===== src/haptic_trim_pkg.sv =====
package haptic_trim_pkg;

  // ----------------------------------------
  // Register indices (byte address = 4 x index)
  // ----------------------------------------
  localparam logic [7:0] IDX_PHASE_HIGH = 8'h48;
  localparam logic [7:0] IDX_PHASE_LOW = 8'h49;
  localparam logic [7:0] IDX_TRACK_CTL = 8'h4c;
  localparam logic [7:0] IDX_THRESH_TRIM = 8'h5f;
  localparam logic [7:0] IDX_FILTER_TRIM = 8'h60;
  localparam logic [7:0] IDX_SLEW_TRIM = 8'h62;
  localparam logic [7:0] IDX_MISC_CFG = 8'h6e;
  localparam logic [7:0] IDX_FAULT_EVENT = 8'h81;
  localparam logic [7:0] IDX_STATUS_TWO = 8'h82;
  localparam logic [7:0] IDX_MASK_TWO = 8'h83;
  localparam logic [7:0] IDX_SNIP_FIRST = 8'h84;
  localparam logic [7:0] IDX_SNIP_LAST = 8'he7;
  localparam int SNIP_DEPTH = 100;

  // ----------------------------------------
  // Reset values and writable bits
  // ----------------------------------------
  localparam logic [7:0] RST_PHASE_HIGH = 8'h25;
  localparam logic [7:0] PHASE_HIGH_WIDE = 8'h00;
  localparam logic [2:0] RST_PHASE_SHIFT = 3'h5;
  localparam logic [2:0] SHIFT_WIDE = 3'h0;
  localparam logic [7:0] RST_TRACK_CTL = 8'h00;
  localparam logic [7:0] WMASK_TRACK_CTL = 8'h03;
  localparam logic [7:0] RST_THRESH_TRIM = 8'h08;
  localparam logic [7:0] WMASK_THRESH_TRIM = 8'h7f;
  localparam logic [7:0] RST_FILTER_TRIM = 8'h0c;
  localparam logic [7:0] WMASK_FILTER_TRIM = 8'h0f;
  localparam logic [7:0] RST_SLEW_TRIM = 8'h0f;
  localparam logic [7:0] WMASK_SLEW_TRIM = 8'h0f;
  localparam logic [7:0] RST_MISC_CFG = 8'h03;
  localparam logic [7:0] WMASK_MISC_CFG = 8'h07;
  localparam logic [7:0] RST_MASK_TWO = 8'h00;

  // ----------------------------------------
  // Field positions
  // ----------------------------------------
  localparam int POS_FREEZE = 7;
  localparam int POS_AUTOSCALE = 1;
  localparam int POS_KEEP_ACTIVE = 0;
  localparam int POS_WIDE_RANGE = 6;
  localparam int POS_NARROW_BAND = 5;
  localparam int POS_UV_LO = 3;
  localparam int POS_CAP_LO = 2;
  localparam int POS_LS_LO = 2;
  localparam int POS_BYPASS = 2;
  localparam int POS_HOLD_REV = 1;
  localparam int POS_OFFSET_EN = 0;
  localparam int POS_CLIP_EVENT = 2;
  localparam int POS_CLIP_STATE = 7;
  localparam int POS_CLIP_MASK = 7;

endpackage : haptic_trim_pkg


===== src/haptic_tracking_trim_regs.sv =====
// The implementer's own choice: the APB register port.
`timescale 1ns/1ps
module haptic_tracking_trim_regs
  import haptic_trim_pkg::*;
(
  input wire logic pclk,
  input wire logic presetn,
  input wire logic psel,
  input wire logic penable,
  input wire logic pwrite,
  input wire logic [11:0] paddr,
  input wire logic [31:0] pwdata,
  output logic [31:0] prdata,
  output logic pready,
  output logic pslverr,
  input wire logic converter_clip_in,
  input wire logic actuator_flag_clear,
  input wire logic tracking_enable_in,
  input wire logic tracking_error_large,
  input wire logic drive_reversal,
  output logic [7:0] phase_delay_coarse,
  output logic phase_delay_freeze,
  output logic [2:0] phase_delay_shift,
  output logic gain_autoscale,
  output logic tracking_keep_active,
  output logic tracking_run,
  output logic loop_dac_wide_range,
  output logic loop_narrow_band,
  output logic [1:0] undervoltage_level,
  output logic [1:0] loop_capacitor_adjust,
  output logic [1:0] loop_resistor_adjust,
  output logic [1:0] low_side_slew,
  output logic [1:0] high_side_slew,
  output logic delay_comparator_bypass,
  output logic hold_update_on_reversal,
  output logic freq_update_enable,
  output logic conversion_offset_enable,
  output logic converter_clip_event,
  output logic converter_clip_state,
  output logic converter_clip_mask,
  output logic converter_clip_alert
);

  // ----------------------------------------
  // Storage
  // ----------------------------------------
  logic [7:0] phase_high_q;
  logic freeze_q;
  logic [2:0] shift_q;
  logic [7:0] track_ctl_q;
  logic [7:0] thresh_trim_q;
  logic [7:0] filter_trim_q;
  logic [7:0] slew_trim_q;
  logic [7:0] misc_cfg_q;
  logic clip_event_q;
  logic clip_state_q;
  logic [7:0] mask_two_q;
  logic tracking_run_q;
  logic freq_update_q;
  logic clip_alert_q;
  logic pready_q;
  logic pslverr_q;
  logic [31:0] prdata_q;

  // ----------------------------------------
  // Address decode
  // ----------------------------------------
  logic [7:0] idx;
  logic word_ok;
  logic in_snip;
  logic mapped;
  logic setup_ph;
  logic commit_wr;
  logic [7:0] wbyte;
  logic [6:0] snip_addr;
  logic [7:0] snip_rdata;
  logic [7:0] rd_byte;

  // Index of a mapped byte register, or not mapped
  function automatic logic is_mapped(input logic [7:0] i);
    case (i)
      IDX_PHASE_HIGH, IDX_PHASE_LOW, IDX_TRACK_CTL,
      IDX_THRESH_TRIM, IDX_FILTER_TRIM, IDX_SLEW_TRIM,
      IDX_MISC_CFG, IDX_FAULT_EVENT, IDX_STATUS_TWO,
      IDX_MASK_TWO: is_mapped = 1'b1;
      default: is_mapped = (i >= IDX_SNIP_FIRST) && (i <= IDX_SNIP_LAST);
    endcase
  endfunction : is_mapped

  // Writes through writable bits only, rest read zero
  function automatic logic [7:0] merge_w(input logic [7:0] d,
                                         input logic [7:0] m);
    merge_w = d & m;
  endfunction : merge_w

  // Word aligned, upper bits of the byte address must be zero
  assign idx = paddr[9:2];
  assign word_ok = (paddr[1:0] == 2'b00) && (paddr[11:10] == 2'b00);
  assign in_snip = (idx >= IDX_SNIP_FIRST) && (idx <= IDX_SNIP_LAST);
  assign mapped = word_ok && is_mapped(idx);
  assign setup_ph = psel && !penable;
  assign wbyte = pwdata[7:0];

  // Write lands only at the sampled completion edge
  assign commit_wr = psel && penable && pwrite && pready_q && !pslverr_q;

  // consecutive indices map to consecutive bytes
  assign snip_addr = 7'(idx - IDX_SNIP_FIRST);

  // ----------------------------------------
  // Snippet memory
  // ----------------------------------------
  // hundred bytes, range checked by decode
  snippet_store #(
    .DEPTH(SNIP_DEPTH),
    .AW(7)
  ) u_snip (
    .pclk(pclk),
    .presetn(presetn),
    .wr_en(commit_wr && in_snip),
    .addr(snip_addr),
    .wr_data(wbyte),
    .rd_data(snip_rdata)
  );

  // ----------------------------------------
  // APB handshake
  // ----------------------------------------
  // One wait-free access phase: ready rises for the access cycle
  always_ff @(posedge pclk or negedge presetn)
  begin
    if (!presetn)
    begin
      pready_q <= 1'b0;
      pslverr_q <= 1'b0;
    end
    else
    begin
      pready_q <= setup_ph;
      pslverr_q <= setup_ph && !mapped;
    end
  end

  // Read data captured in setup, one transfer in flight at a time
  always_comb
  begin
    rd_byte = 8'h00;
    case (idx)
      IDX_PHASE_HIGH: rd_byte = phase_high_q;
      IDX_PHASE_LOW: rd_byte = {freeze_q, 4'h0, shift_q};
      IDX_TRACK_CTL: rd_byte = track_ctl_q;
      IDX_THRESH_TRIM: rd_byte = thresh_trim_q;
      IDX_FILTER_TRIM: rd_byte = filter_trim_q;
      IDX_SLEW_TRIM: rd_byte = slew_trim_q;
      IDX_MISC_CFG: rd_byte = misc_cfg_q;
      IDX_FAULT_EVENT: rd_byte = 8'(clip_event_q) << POS_CLIP_EVENT;
      IDX_STATUS_TWO: rd_byte = 8'(clip_state_q) << POS_CLIP_STATE;
      IDX_MASK_TWO: rd_byte = mask_two_q;
      default: rd_byte = in_snip ? snip_rdata : 8'h00;
    endcase
  end

  always_ff @(posedge pclk or negedge presetn)
  begin
    if (!presetn)
    begin
      prdata_q <= 32'h0000_0000;
    end
    else if (setup_ph && !pwrite && mapped)
    begin
      prdata_q <= {24'h00_0000, rd_byte};
    end
    else if (setup_ph)
    begin
      prdata_q <= 32'h0000_0000;
    end
  end

  // ----------------------------------------
  // Phase delay settings
  // ----------------------------------------
  // Reserved codes are dropped so hardware never sees them
  // coarse phase only 0x25 or 0x00
  always_ff @(posedge pclk or negedge presetn)
  begin
    if (!presetn)
    begin
      phase_high_q <= RST_PHASE_HIGH;
    end
    else if (commit_wr && idx == IDX_PHASE_HIGH &&
             (wbyte == RST_PHASE_HIGH || wbyte == PHASE_HIGH_WIDE))
    begin
      phase_high_q <= wbyte;
    end
  end

  always_ff @(posedge pclk or negedge presetn)
  begin
    if (!presetn)
    begin
      freeze_q <= 1'b0;
      shift_q <= RST_PHASE_SHIFT;
    end
    else if (commit_wr && idx == IDX_PHASE_LOW)
    begin
      // freeze stored as written, software keeps it legal
      freeze_q <= wbyte[POS_FREEZE];
      if (wbyte[2:0] == RST_PHASE_SHIFT || wbyte[2:0] == SHIFT_WIDE)
      begin
        shift_q <= wbyte[2:0];
      end
    end
  end

  // ----------------------------------------
  // Plain control and trim registers
  // ----------------------------------------
  // autoscale and keep-active control bits
  always_ff @(posedge pclk or negedge presetn)
  begin
    if (!presetn)
    begin
      track_ctl_q <= RST_TRACK_CTL;
    end
    else if (commit_wr && idx == IDX_TRACK_CTL)
    begin
      track_ctl_q <= merge_w(wbyte, WMASK_TRACK_CTL);
    end
  end

  // undervoltage level resets to code 01
  // wide DAC range and narrow loop band
  always_ff @(posedge pclk or negedge presetn)
  begin
    if (!presetn)
    begin
      thresh_trim_q <= RST_THRESH_TRIM;
    end
    else if (commit_wr && idx == IDX_THRESH_TRIM)
    begin
      thresh_trim_q <= merge_w(wbyte, WMASK_THRESH_TRIM);
    end
  end

  always_ff @(posedge pclk or negedge presetn)
  begin
    if (!presetn)
    begin
      filter_trim_q <= RST_FILTER_TRIM;
    end
    else if (commit_wr && idx == IDX_FILTER_TRIM)
    begin
      filter_trim_q <= merge_w(wbyte, WMASK_FILTER_TRIM);
    end
  end

  always_ff @(posedge pclk or negedge presetn)
  begin
    if (!presetn)
    begin
      slew_trim_q <= RST_SLEW_TRIM;
    end
    else if (commit_wr && idx == IDX_SLEW_TRIM)
    begin
      slew_trim_q <= merge_w(wbyte, WMASK_SLEW_TRIM);
    end
  end

  always_ff @(posedge pclk or negedge presetn)
  begin
    if (!presetn)
    begin
      misc_cfg_q <= RST_MISC_CFG;
    end
    else if (commit_wr && idx == IDX_MISC_CFG)
    begin
      misc_cfg_q <= merge_w(wbyte, WMASK_MISC_CFG);
    end
  end

  // clip mask, only bit 7 writable
  always_ff @(posedge pclk or negedge presetn)
  begin
    if (!presetn)
    begin
      mask_two_q <= RST_MASK_TWO;
    end
    else if (commit_wr && idx == IDX_MASK_TWO)
    begin
      mask_two_q <= 8'(wbyte[POS_CLIP_MASK]) << POS_CLIP_MASK;
    end
  end

  // ----------------------------------------
  // Saturation fault
  // ----------------------------------------
  // Set beats clear so a clip in the clearing cycle survives
  // sticky event, cleared by actuator_flag_clear input
  always_ff @(posedge pclk or negedge presetn)
  begin
    if (!presetn)
    begin
      clip_event_q <= 1'b0;
    end
    else if (converter_clip_in)
    begin
      clip_event_q <= 1'b1;
    end
    else if (actuator_flag_clear)
    begin
      clip_event_q <= 1'b0;
    end
  end

  always_ff @(posedge pclk or negedge presetn)
  begin
    if (!presetn)
    begin
      clip_state_q <= 1'b0;
      clip_alert_q <= 1'b0;
    end
    else
    begin
      clip_state_q <= converter_clip_in;
      clip_alert_q <= (clip_event_q || converter_clip_in) &&
                      !mask_two_q[POS_CLIP_MASK];
    end
  end

  // ----------------------------------------
  // Tracking qualifiers
  // ----------------------------------------
  // Large error stops tracking unless keep-active is set
  // keep tracking despite large error
  always_ff @(posedge pclk or negedge presetn)
  begin
    if (!presetn)
    begin
      tracking_run_q <= 1'b0;
      freq_update_q <= 1'b0;
    end
    else
    begin
      tracking_run_q <= tracking_enable_in &&
        (!tracking_error_large || track_ctl_q[POS_KEEP_ACTIVE]);
      freq_update_q <= !(misc_cfg_q[POS_HOLD_REV] && drive_reversal);
    end
  end

  // ----------------------------------------
  // Outputs, all from flops
  // ----------------------------------------
  assign prdata = prdata_q;
  assign pready = pready_q;
  assign pslverr = pslverr_q;
  assign phase_delay_coarse = phase_high_q;
  assign phase_delay_freeze = freeze_q;
  assign phase_delay_shift = shift_q;
  // autoscale enable to the tracking loop
  assign gain_autoscale = track_ctl_q[POS_AUTOSCALE];
  assign tracking_keep_active = track_ctl_q[POS_KEEP_ACTIVE];
  assign tracking_run = tracking_run_q;
  assign loop_dac_wide_range = thresh_trim_q[POS_WIDE_RANGE];
  assign loop_narrow_band = thresh_trim_q[POS_NARROW_BAND];
  assign undervoltage_level = thresh_trim_q[POS_UV_LO +: 2];
  assign loop_capacitor_adjust = filter_trim_q[POS_CAP_LO +: 2];
  assign loop_resistor_adjust = filter_trim_q[1:0];
  assign low_side_slew = slew_trim_q[POS_LS_LO +: 2];
  assign high_side_slew = slew_trim_q[1:0];
  assign delay_comparator_bypass = misc_cfg_q[POS_BYPASS];
  assign hold_update_on_reversal = misc_cfg_q[POS_HOLD_REV];
  assign freq_update_enable = freq_update_q;
  assign conversion_offset_enable = misc_cfg_q[POS_OFFSET_EN];
  assign converter_clip_event = clip_event_q;
  assign converter_clip_state = clip_state_q;
  assign converter_clip_mask = mask_two_q[POS_CLIP_MASK];
  assign converter_clip_alert = clip_alert_q;

endmodule : haptic_tracking_trim_regs


===== src/snippet_store.sv =====
`timescale 1ns/1ps
module snippet_store
  import haptic_trim_pkg::*;
#(
  parameter int DEPTH = SNIP_DEPTH,
  parameter int AW = 7
)
(
  input wire logic pclk,
  input wire logic presetn,
  input wire logic wr_en,
  input wire logic [AW-1:0] addr,
  input wire logic [7:0] wr_data,
  output logic [7:0] rd_data
);

  // ----------------------------------------
  // Byte array
  // ----------------------------------------
  logic [7:0] mem_q [DEPTH];

  // Flops rather than RAM, so every byte clears on reset
  // bytes clear on reset
  always_ff @(posedge pclk or negedge presetn)
  begin
    if (!presetn)
    begin
      for (int i = 0; i < DEPTH; i++)
      begin
        mem_q[i] <= 8'h00;
      end
    end
    else if (wr_en && (int'(addr) < DEPTH))
    begin
      mem_q[addr] <= wr_data;
    end
  end

  // Out-of-range index reads zero
  always_comb
  begin
    rd_data = 8'h00;
    if (int'(addr) < DEPTH)
    begin
      rd_data = mem_q[addr];
    end
  end

endmodule : snippet_store

===== config.mk =====
export PLATFORM = sky130hd
export DESIGN_NAME = haptic_tracking_trim_regs
export DESIGN_NICKNAME = d
export VERILOG_FILES = /design/src/haptic_trim_pkg.sv /design/src/haptic_tracking_trim_regs.sv /design/src/snippet_store.sv
export SDC_FILE = /design/constraint.sdc
export NUM_CORES = 1
export LEC_CHECK = 0
export BUFFER_PORTS_ARGS = -buffer_cell sky130_fd_sc_hd__buf_2
export CORE_MARGIN = 2
export CORE_UTILIZATION = 31
export DETAILED_ROUTE_END_ITERATION = 12
export PLACE_DENSITY_LB_ADDON = 0.3
export SYNTH_ARGS = -nofsm -noshare
export SYNTH_HDL_FRONTEND = slang
export SYNTH_HIERARCHICAL = 1
export SYNTH_SLANG_ARGS = --single-unit

===== constraint.sdc =====
create_clock -name pclk -period 3.82 [get_ports pclk]
set_clock_uncertainty 0.05 [all_clocks]
set_input_delay 0.764 -clock pclk [delete_from_list [all_inputs] [get_ports pclk]]
set_output_delay 0.764 -clock pclk [all_outputs]
set_load 0.01 [all_outputs]

# Yosys cells after proc, flatten, opt, wreduce, memory -nomap -nowiden
# Index checks and enable logic that the tools add are counted.
classes:
  n_addsub: 1
  n_lt_le_gt_ge: 5
  n_eq_ne: 12
  n_mux: 14
  bitwise_logic: 1
  reduce_logical: 45
ops:
  columns: ["operator", "count"]
  rows:
  - ["800-bit bitwise mux", 1]
  - ["8-bit one-hot mux with 10 select lines", 1]
  - ["32-bit two-way mux", 2]
  - ["8-bit binary-select mux with 7-bit select", 1]
  - ["8-bit demux with 7-bit select", 1]
  - ["8-bit by 7-bit equality test with 1-bit output, second input constant", 7]
  - ["8-bit two-way mux", 5]
  - ["1-bit logical AND", 26]
  - ["8-bit equality test, second input constant", 3]
  - ["8-bit >= comparator, second input constant", 2]
  - ["10-bit OR reduction", 1]
  - ["8-bit by 6-bit equality test with 1-bit output, second input constant", 1]
  - ["8-bit less-or-equal comparator, second input constant", 1]
  - ["8-bit zero test", 1]
  - ["8-bit by 1-bit less-than comparator with 1-bit output, second input constant", 1]
  - ["7-bit NOT with 8-bit output", 1]
  - ["1-bit zero test", 7]
  - ["7-bit less-than comparator, second input constant", 1]
  - ["7-bit by 3-bit subtractor with 7-bit output, second input constant", 1]
  - ["2-bit zero test", 2]
  - ["1-bit logical OR", 4]
  - ["2-bit nonzero test", 2]
  - ["3-bit equality test, second input constant", 1]
  - ["3-bit zero test", 1]
  - ["2 further kinds", 4]
word_totals:
  regBits: 872
  output_inout_bits: 69
  word_cells: 195

# Longest topological paths before layout
logic_depth:
  depth_word: 9
  ltp_mapped: 13
  mapped_depth_nobuf: 13

# Hierarchy
# Netlist, hierarchy kept.
modules_own_cells:
  columns: ["module", "n_inst", "cells_each", "area_each_um2", "seq_area_each_um2"]
  rows:
  - ["snippet_store", 1, 2758, 37186.9, 20019.2]
  - ["haptic_tracking_trim_regs", 1, 251, 2676.3, 1218.7]

# Worst setup path after synthesis
# Ideal clock, no wire load.
synth_timing:
  kind: "input to register"
  from: "in paddr[4]"
  to: "reg u_snip/mem_q[488] (netlist name)"
  setup_time_ns: 0.125
  arrival_ns: 3.251
  t_required_ns: 3.645
  setup_slack_ns: 0.394
  path_stages: 11
  path_cell_list: "inv_1 -> ha_1 -> nor4b_2 -> a21oi_1 -> buf_2 -> nor2b_1 -> clkbuf_1 -> nor3b_2 -> nand2_2 -> nor2_2 -> mux2_2"
synth_between:
  elab_chain_len: 7
synth_rtl:
  columns: ["element", "line_no", "rtl"]
  rows:
  - ["start, declared", "haptic_tracking_trim_regs.sv:11", "input wire logic [11:0] paddr,"]
  - ["7-bit by 3-bit subtractor with 7-bit output", "haptic_tracking_trim_regs.sv:108", "assign snip_addr = 7'(idx - IDX_SNIP_FIRST);"]
  - ["7-bit NOT with 8-bit output (not written as such)", "snippet_store.sv:35", "mem_q[addr] <= wr_data;"]
  - ["8-bit >= comparator (not written as such) or 8-bit by 1-bit less-than comparator with 1-bit output (tied branches)", "snippet_store.sv:35", null]
  - ["1-bit logical AND (not written as such)", "snippet_store.sv:35", null]
  - ["8-bit two-way mux (not written as such)", "snippet_store.sv:35", null]
  - ["8-bit demux with 7-bit select", "snippet_store.sv:35", null]
  - ["800-bit bitwise mux", "snippet_store.sv:35", null]
  - ["end signal, assigned by index", "snippet_store.sv:35", null]
  - ["end, declared", "snippet_store.sv:20", "logic [7:0] mem_q [DEPTH];"]
# Several ways; a longest one is shown, not always the timed one.
# A chain may end at the register's enable or synchronous reset.

# Worst setup path after layout
layout_timing:
  from: "in paddr[3]"
  to: "reg u_snip/mem_q[296] (netlist name)"
# Same word-level chain as after synthesis.

==> results.py <==
metrics = {
    "yosys": {
        "synth.cell_area_um2": 39900,
        "ys.warnings.count": 6,
        "synth_xor_area_frac": 0.000879,
        "async_reset_ff_frac": 1.00,
        "postSynthCellCount": 3009,
        "avgSynthCellArea_um2": 13.2,
        "yosys.area_share.simple": 0.0531,
        "synth_top_family_by_area": "multiplexers",
        "synth_fa_ha_area_frac": 0.00126,
        "ys_seq_area_frac": 0.533,
        "yosysUniqueCellTypes": 90,
        "synth_compound_area_frac": 0.110,
        "synth-seq-cells": 848,
        "synthMuxAreaShare": 0.264,
        "synthFlopType": "dfrtp_1",
        "synth_edf_count": 0,
    },
    "setup_path": {
        "rr_worst_depth": 9,
        "arrival_ps": 3820,
        "path_class": "input pin to flip-flop",
        "regToRegStartpoint": "u_snip/mem_q[630]$_DFFE_PN0P_",
        "r2r-end": "prdata[6]$_DFFE_PN0P_",
        "cp-start-kind": "input pin",
        "crit_slowest_cell": "nor2_4",
        "slowest_delay_ps": 420,
        "startpoint": "paddr[3]",
        "worstPathMaxFanout": 25,
        "path_delay_family": "simple AND/OR/NAND/NOR gates",
        "path_cells": "buf_6, buf_4, and4b_1, o21ai_1, a21oi_1, nor2b_1, buf_4, nor3b_2, buf_4, nand2_2, nor2_4, mux2_2",
        "crit_cells": 12,
        "worst_setup_path_end_kind": "flip-flop",
        "crit_top_cell": "buf_4",
        "crit_path_end": "u_snip/mem_q[296]$_DFFE_PN0P_",
        "rrSetupSlack_ps": 840,
        "critPathBufInv": 4,
        "worstPathRequired_ps": 4320,
    },
    "placed_design": {
        "post-place-cells": 4876,
        "io_buffers": 74,
        "dpl.hpwl_mm": 89.1,
        "gp_congestion": 0.891,
    },
    "clock_tree": {
        "clk_pin_slew_ps": 60,
        "clock_latency_ps": 680,
        "clk_path_buf_depth": 3,
        "postCtsHoldBufs": 0,
        "cts_made_buffers": 97,
        "h-tree-depth": 3,
        "post_cts_buffers": 0,
        "cts_root_buf": "clkbuf_16",
        "cts_tree": "built",
        "clock_sinks": 848,
        "ctsResizeCount": 0,
    },
    "detailed_routing": {
        "drt_first_iter_violations": 2608,
        "drc": 0,
        "routed_wirelength_mm": 132,
        "num_vias": 27800,
        "drt-pass1-iter-count": 6,
        "wl_per_cell_um": 26.2,
        "viasPerCell": 5.49,
        "drt.antenna.violating_nets": 0,
    },
    "pwr": {
        "p_leak_nw": 22.9,
        "peakVddDrop_uv": 315,
        "p_per_area_nw_per_um2": 427,
    },
    "timing": {
        "setup_viol": 0,
        "hold_slack_ps": 54.1,
        "fin_crit_sh": 0.871,
        "tightestPinTransition_ps": 1020,
        "rsz0062_at_grt": "false",
        "relSlewSlack": 0.317,
        "drv_slew": 0,
        "fmax_mhz": 301,
        "hold_violations": 0,
        "fin_crit_ps": 3330,
    },
    "layout": {
        "finalNonFillerCells": 5059,
        "syn_to_final_growth_pct": 20.1,
        "antenna_cells": 0,
        "drive_gt1_frac": 0.465,
        "nets": 3371,
    },
    "die": {
        "initial_core_util": 0.313,
        "die_y_um": 363,
        "ioPinCount": 123,
        "core_um2": 128000,
        "num_rows": 131,
        "die_w_um": 363,
        "fp.dieArea_um2": 131000,
    },
    "min_path": {
        "hold_path_class": "input pin to asynchronous set/reset pin",
    },
    "run_status": {
        "status": "complete, no violations",
    },
    "global_routing": {
        "grt_use_total": 0.199,
        "grt_pass1_wl_mm": 196,
        "grt_pass1_vias": 28000,
        "grt_overflow": 0,
        "antenna_found_initial": 2,
        "grt_max_degree": 101,
    },
    "run": {
        "maxCapViolCount": 0,
    },
}
==> state kept, by name (all words and copies together), names as in the netlist <==
| signal | flops |
|---|---|
| phase_delay_coarse | 8 |
| pslverr | 1 |
| converter_clip_state | 1 |
| u_snip/mem_q | 800 |
| thresh_trim_q | 7 |
| freq_update_enable | 1 |
| converter_clip_alert | 1 |
| track_ctl_q | 2 |
| misc_cfg_q | 3 |
| pready | 1 |
| mask_two_q | 1 |
| filter_trim_q | 4 |
| prdata | 8 |
| converter_clip_event | 1 |
| phase_delay_shift | 3 |
| tracking_run | 1 |
| phase_delay_freeze | 1 |
| slew_trim_q | 4 |
==> report_power, final <==
group	switching (W)	total [W]	internal (W)
logic	0.00118	0.00172	0.000543
clock network	0.00388	0.00970	0.00581
registers	0.0000174	0.00904	0.00902
total	0.00508	0.0205	0.0154
==> cells in the final DEF (no fill, tap or decap), drive strengths merged, types with 10 or more instances in the layout <==
master,count
buf,456
o22ai,41
a21o,18
a221oi,161
nand2b,15
dfstp,14
mux4,10
nand3,14
a22o,53
dfrtp,834
mux2,843
a222oi,23
clkinv,17
inv,23
nor3,24
clkbuf,152
a21oi,64
a221o,12
conb,24
nor2b,13
o21ai,43
nor2,126
nand2,121
a22oi,46
mux2i,79
==> worst register-to-register path: stages (launching register included) <==
cell,delay (ps)
dfrtp_1,380
mux4_2,470
mux2i_1,210
buf_4,190
o22ai_1,110
a2111oi_2,340
o311a_1,290
o221ai_1,270
a222oi_1,440
o21ai_1,110
==> metal layers <==
layer,global-route usage,vias to the layer above,share of wire
li1,-,11900,-
met1,0.279,14800,0.46
met2,0.314,857,0.46
met3,0.0288,222,0.054
met4,0.0665,2,0.033
met5,0,-,0.00012
==> cells in the mapped netlist (9+ instances only) <==
cell	number	area [µm²]
buf_6	20	225
a21oi_1	64	320
o21ai_0	36	180
buf_1	13	48.8
mux2_1	23	259
nor2_2	32	200
o211ai_1	9	67.6
mux2_2	817	9200
a22oi_1	46	345
dfstp_2	14	368
a221o_1	12	120
nand2_1	105	394
nor3_1	21	105
mux2i_1	79	791
nand2_2	13	81.3
nand3_1	10	50.1
or3_1	9	56.3
a21o_1	18	135
a222oi_1	23	230
clkbuf_1	130	488
buf_2	67	335
nor2_1	59	221
a221oi_1	157	1380
buf_4	43	323
a22o_1	53	464
inv_1	14	52.6
nor2b_1	12	75.1
dfrtp_1	834	20900
nand2b_1	15	93.8
o22ai_1	41	257
nor2_4	35	394
mux4_2	10	225
==> worst min-delay path by stage <==
stage | depth (start not counted) | endpoint | slack (ps)
after floorplan | 2 | thresh_trim_q[0]$_DFFE_PN0P_ | 400
final | 1 | u_snip/mem_q[335]$_DFFE_PN0P_ | 50
after CTS | 1 | u_snip/mem_q[335]$_DFFE_PN0P_ | 60
after global routing | 1 | u_snip/mem_q[335]$_DFFE_PN0P_ | 70
after global placement | 1 | u_snip/mem_q[38]$_DFFE_PN0P_ | 420
after detailed placement | 1 | freq_update_enable$_DFF_PN0_ | 420
==> cell families after synthesis <==
group,Yosys count
compound gates,563
xor+xnor,4
fa+ha+maj,4
buf+inv,291
flops,848
mux,932
other cells,1
simple gates,366
==> area by class of cell <==
type	count	area, µm²
Tap cell	1662	2080
Fill cell	12400	79600
Sequential cell	848	21200
Timing Repair Buffer	456	3890
Clock inverter	31	382
Clock buffer	152	2970
Multi-Input combinational cell	1893	17300
Inverter	17	71.3
==> metrics by stage <==
stage	utilization	cell area (µm²)	TNS [ps]	power (W)	setup WS, ps
detailed placement	0.349	44500	-10350	0.0109	-139
floorplan	-	39900	0	0.00988	394
global placement	0.349	44500	-18470	0.0109	-137
finish	0.375	47900	0	0.0205	494
CTS	0.375	47900	0	0.0206	540
global route	0.375	47900	0	0.0211	311
Note: power is estimated with default switching activity, not from simulation.
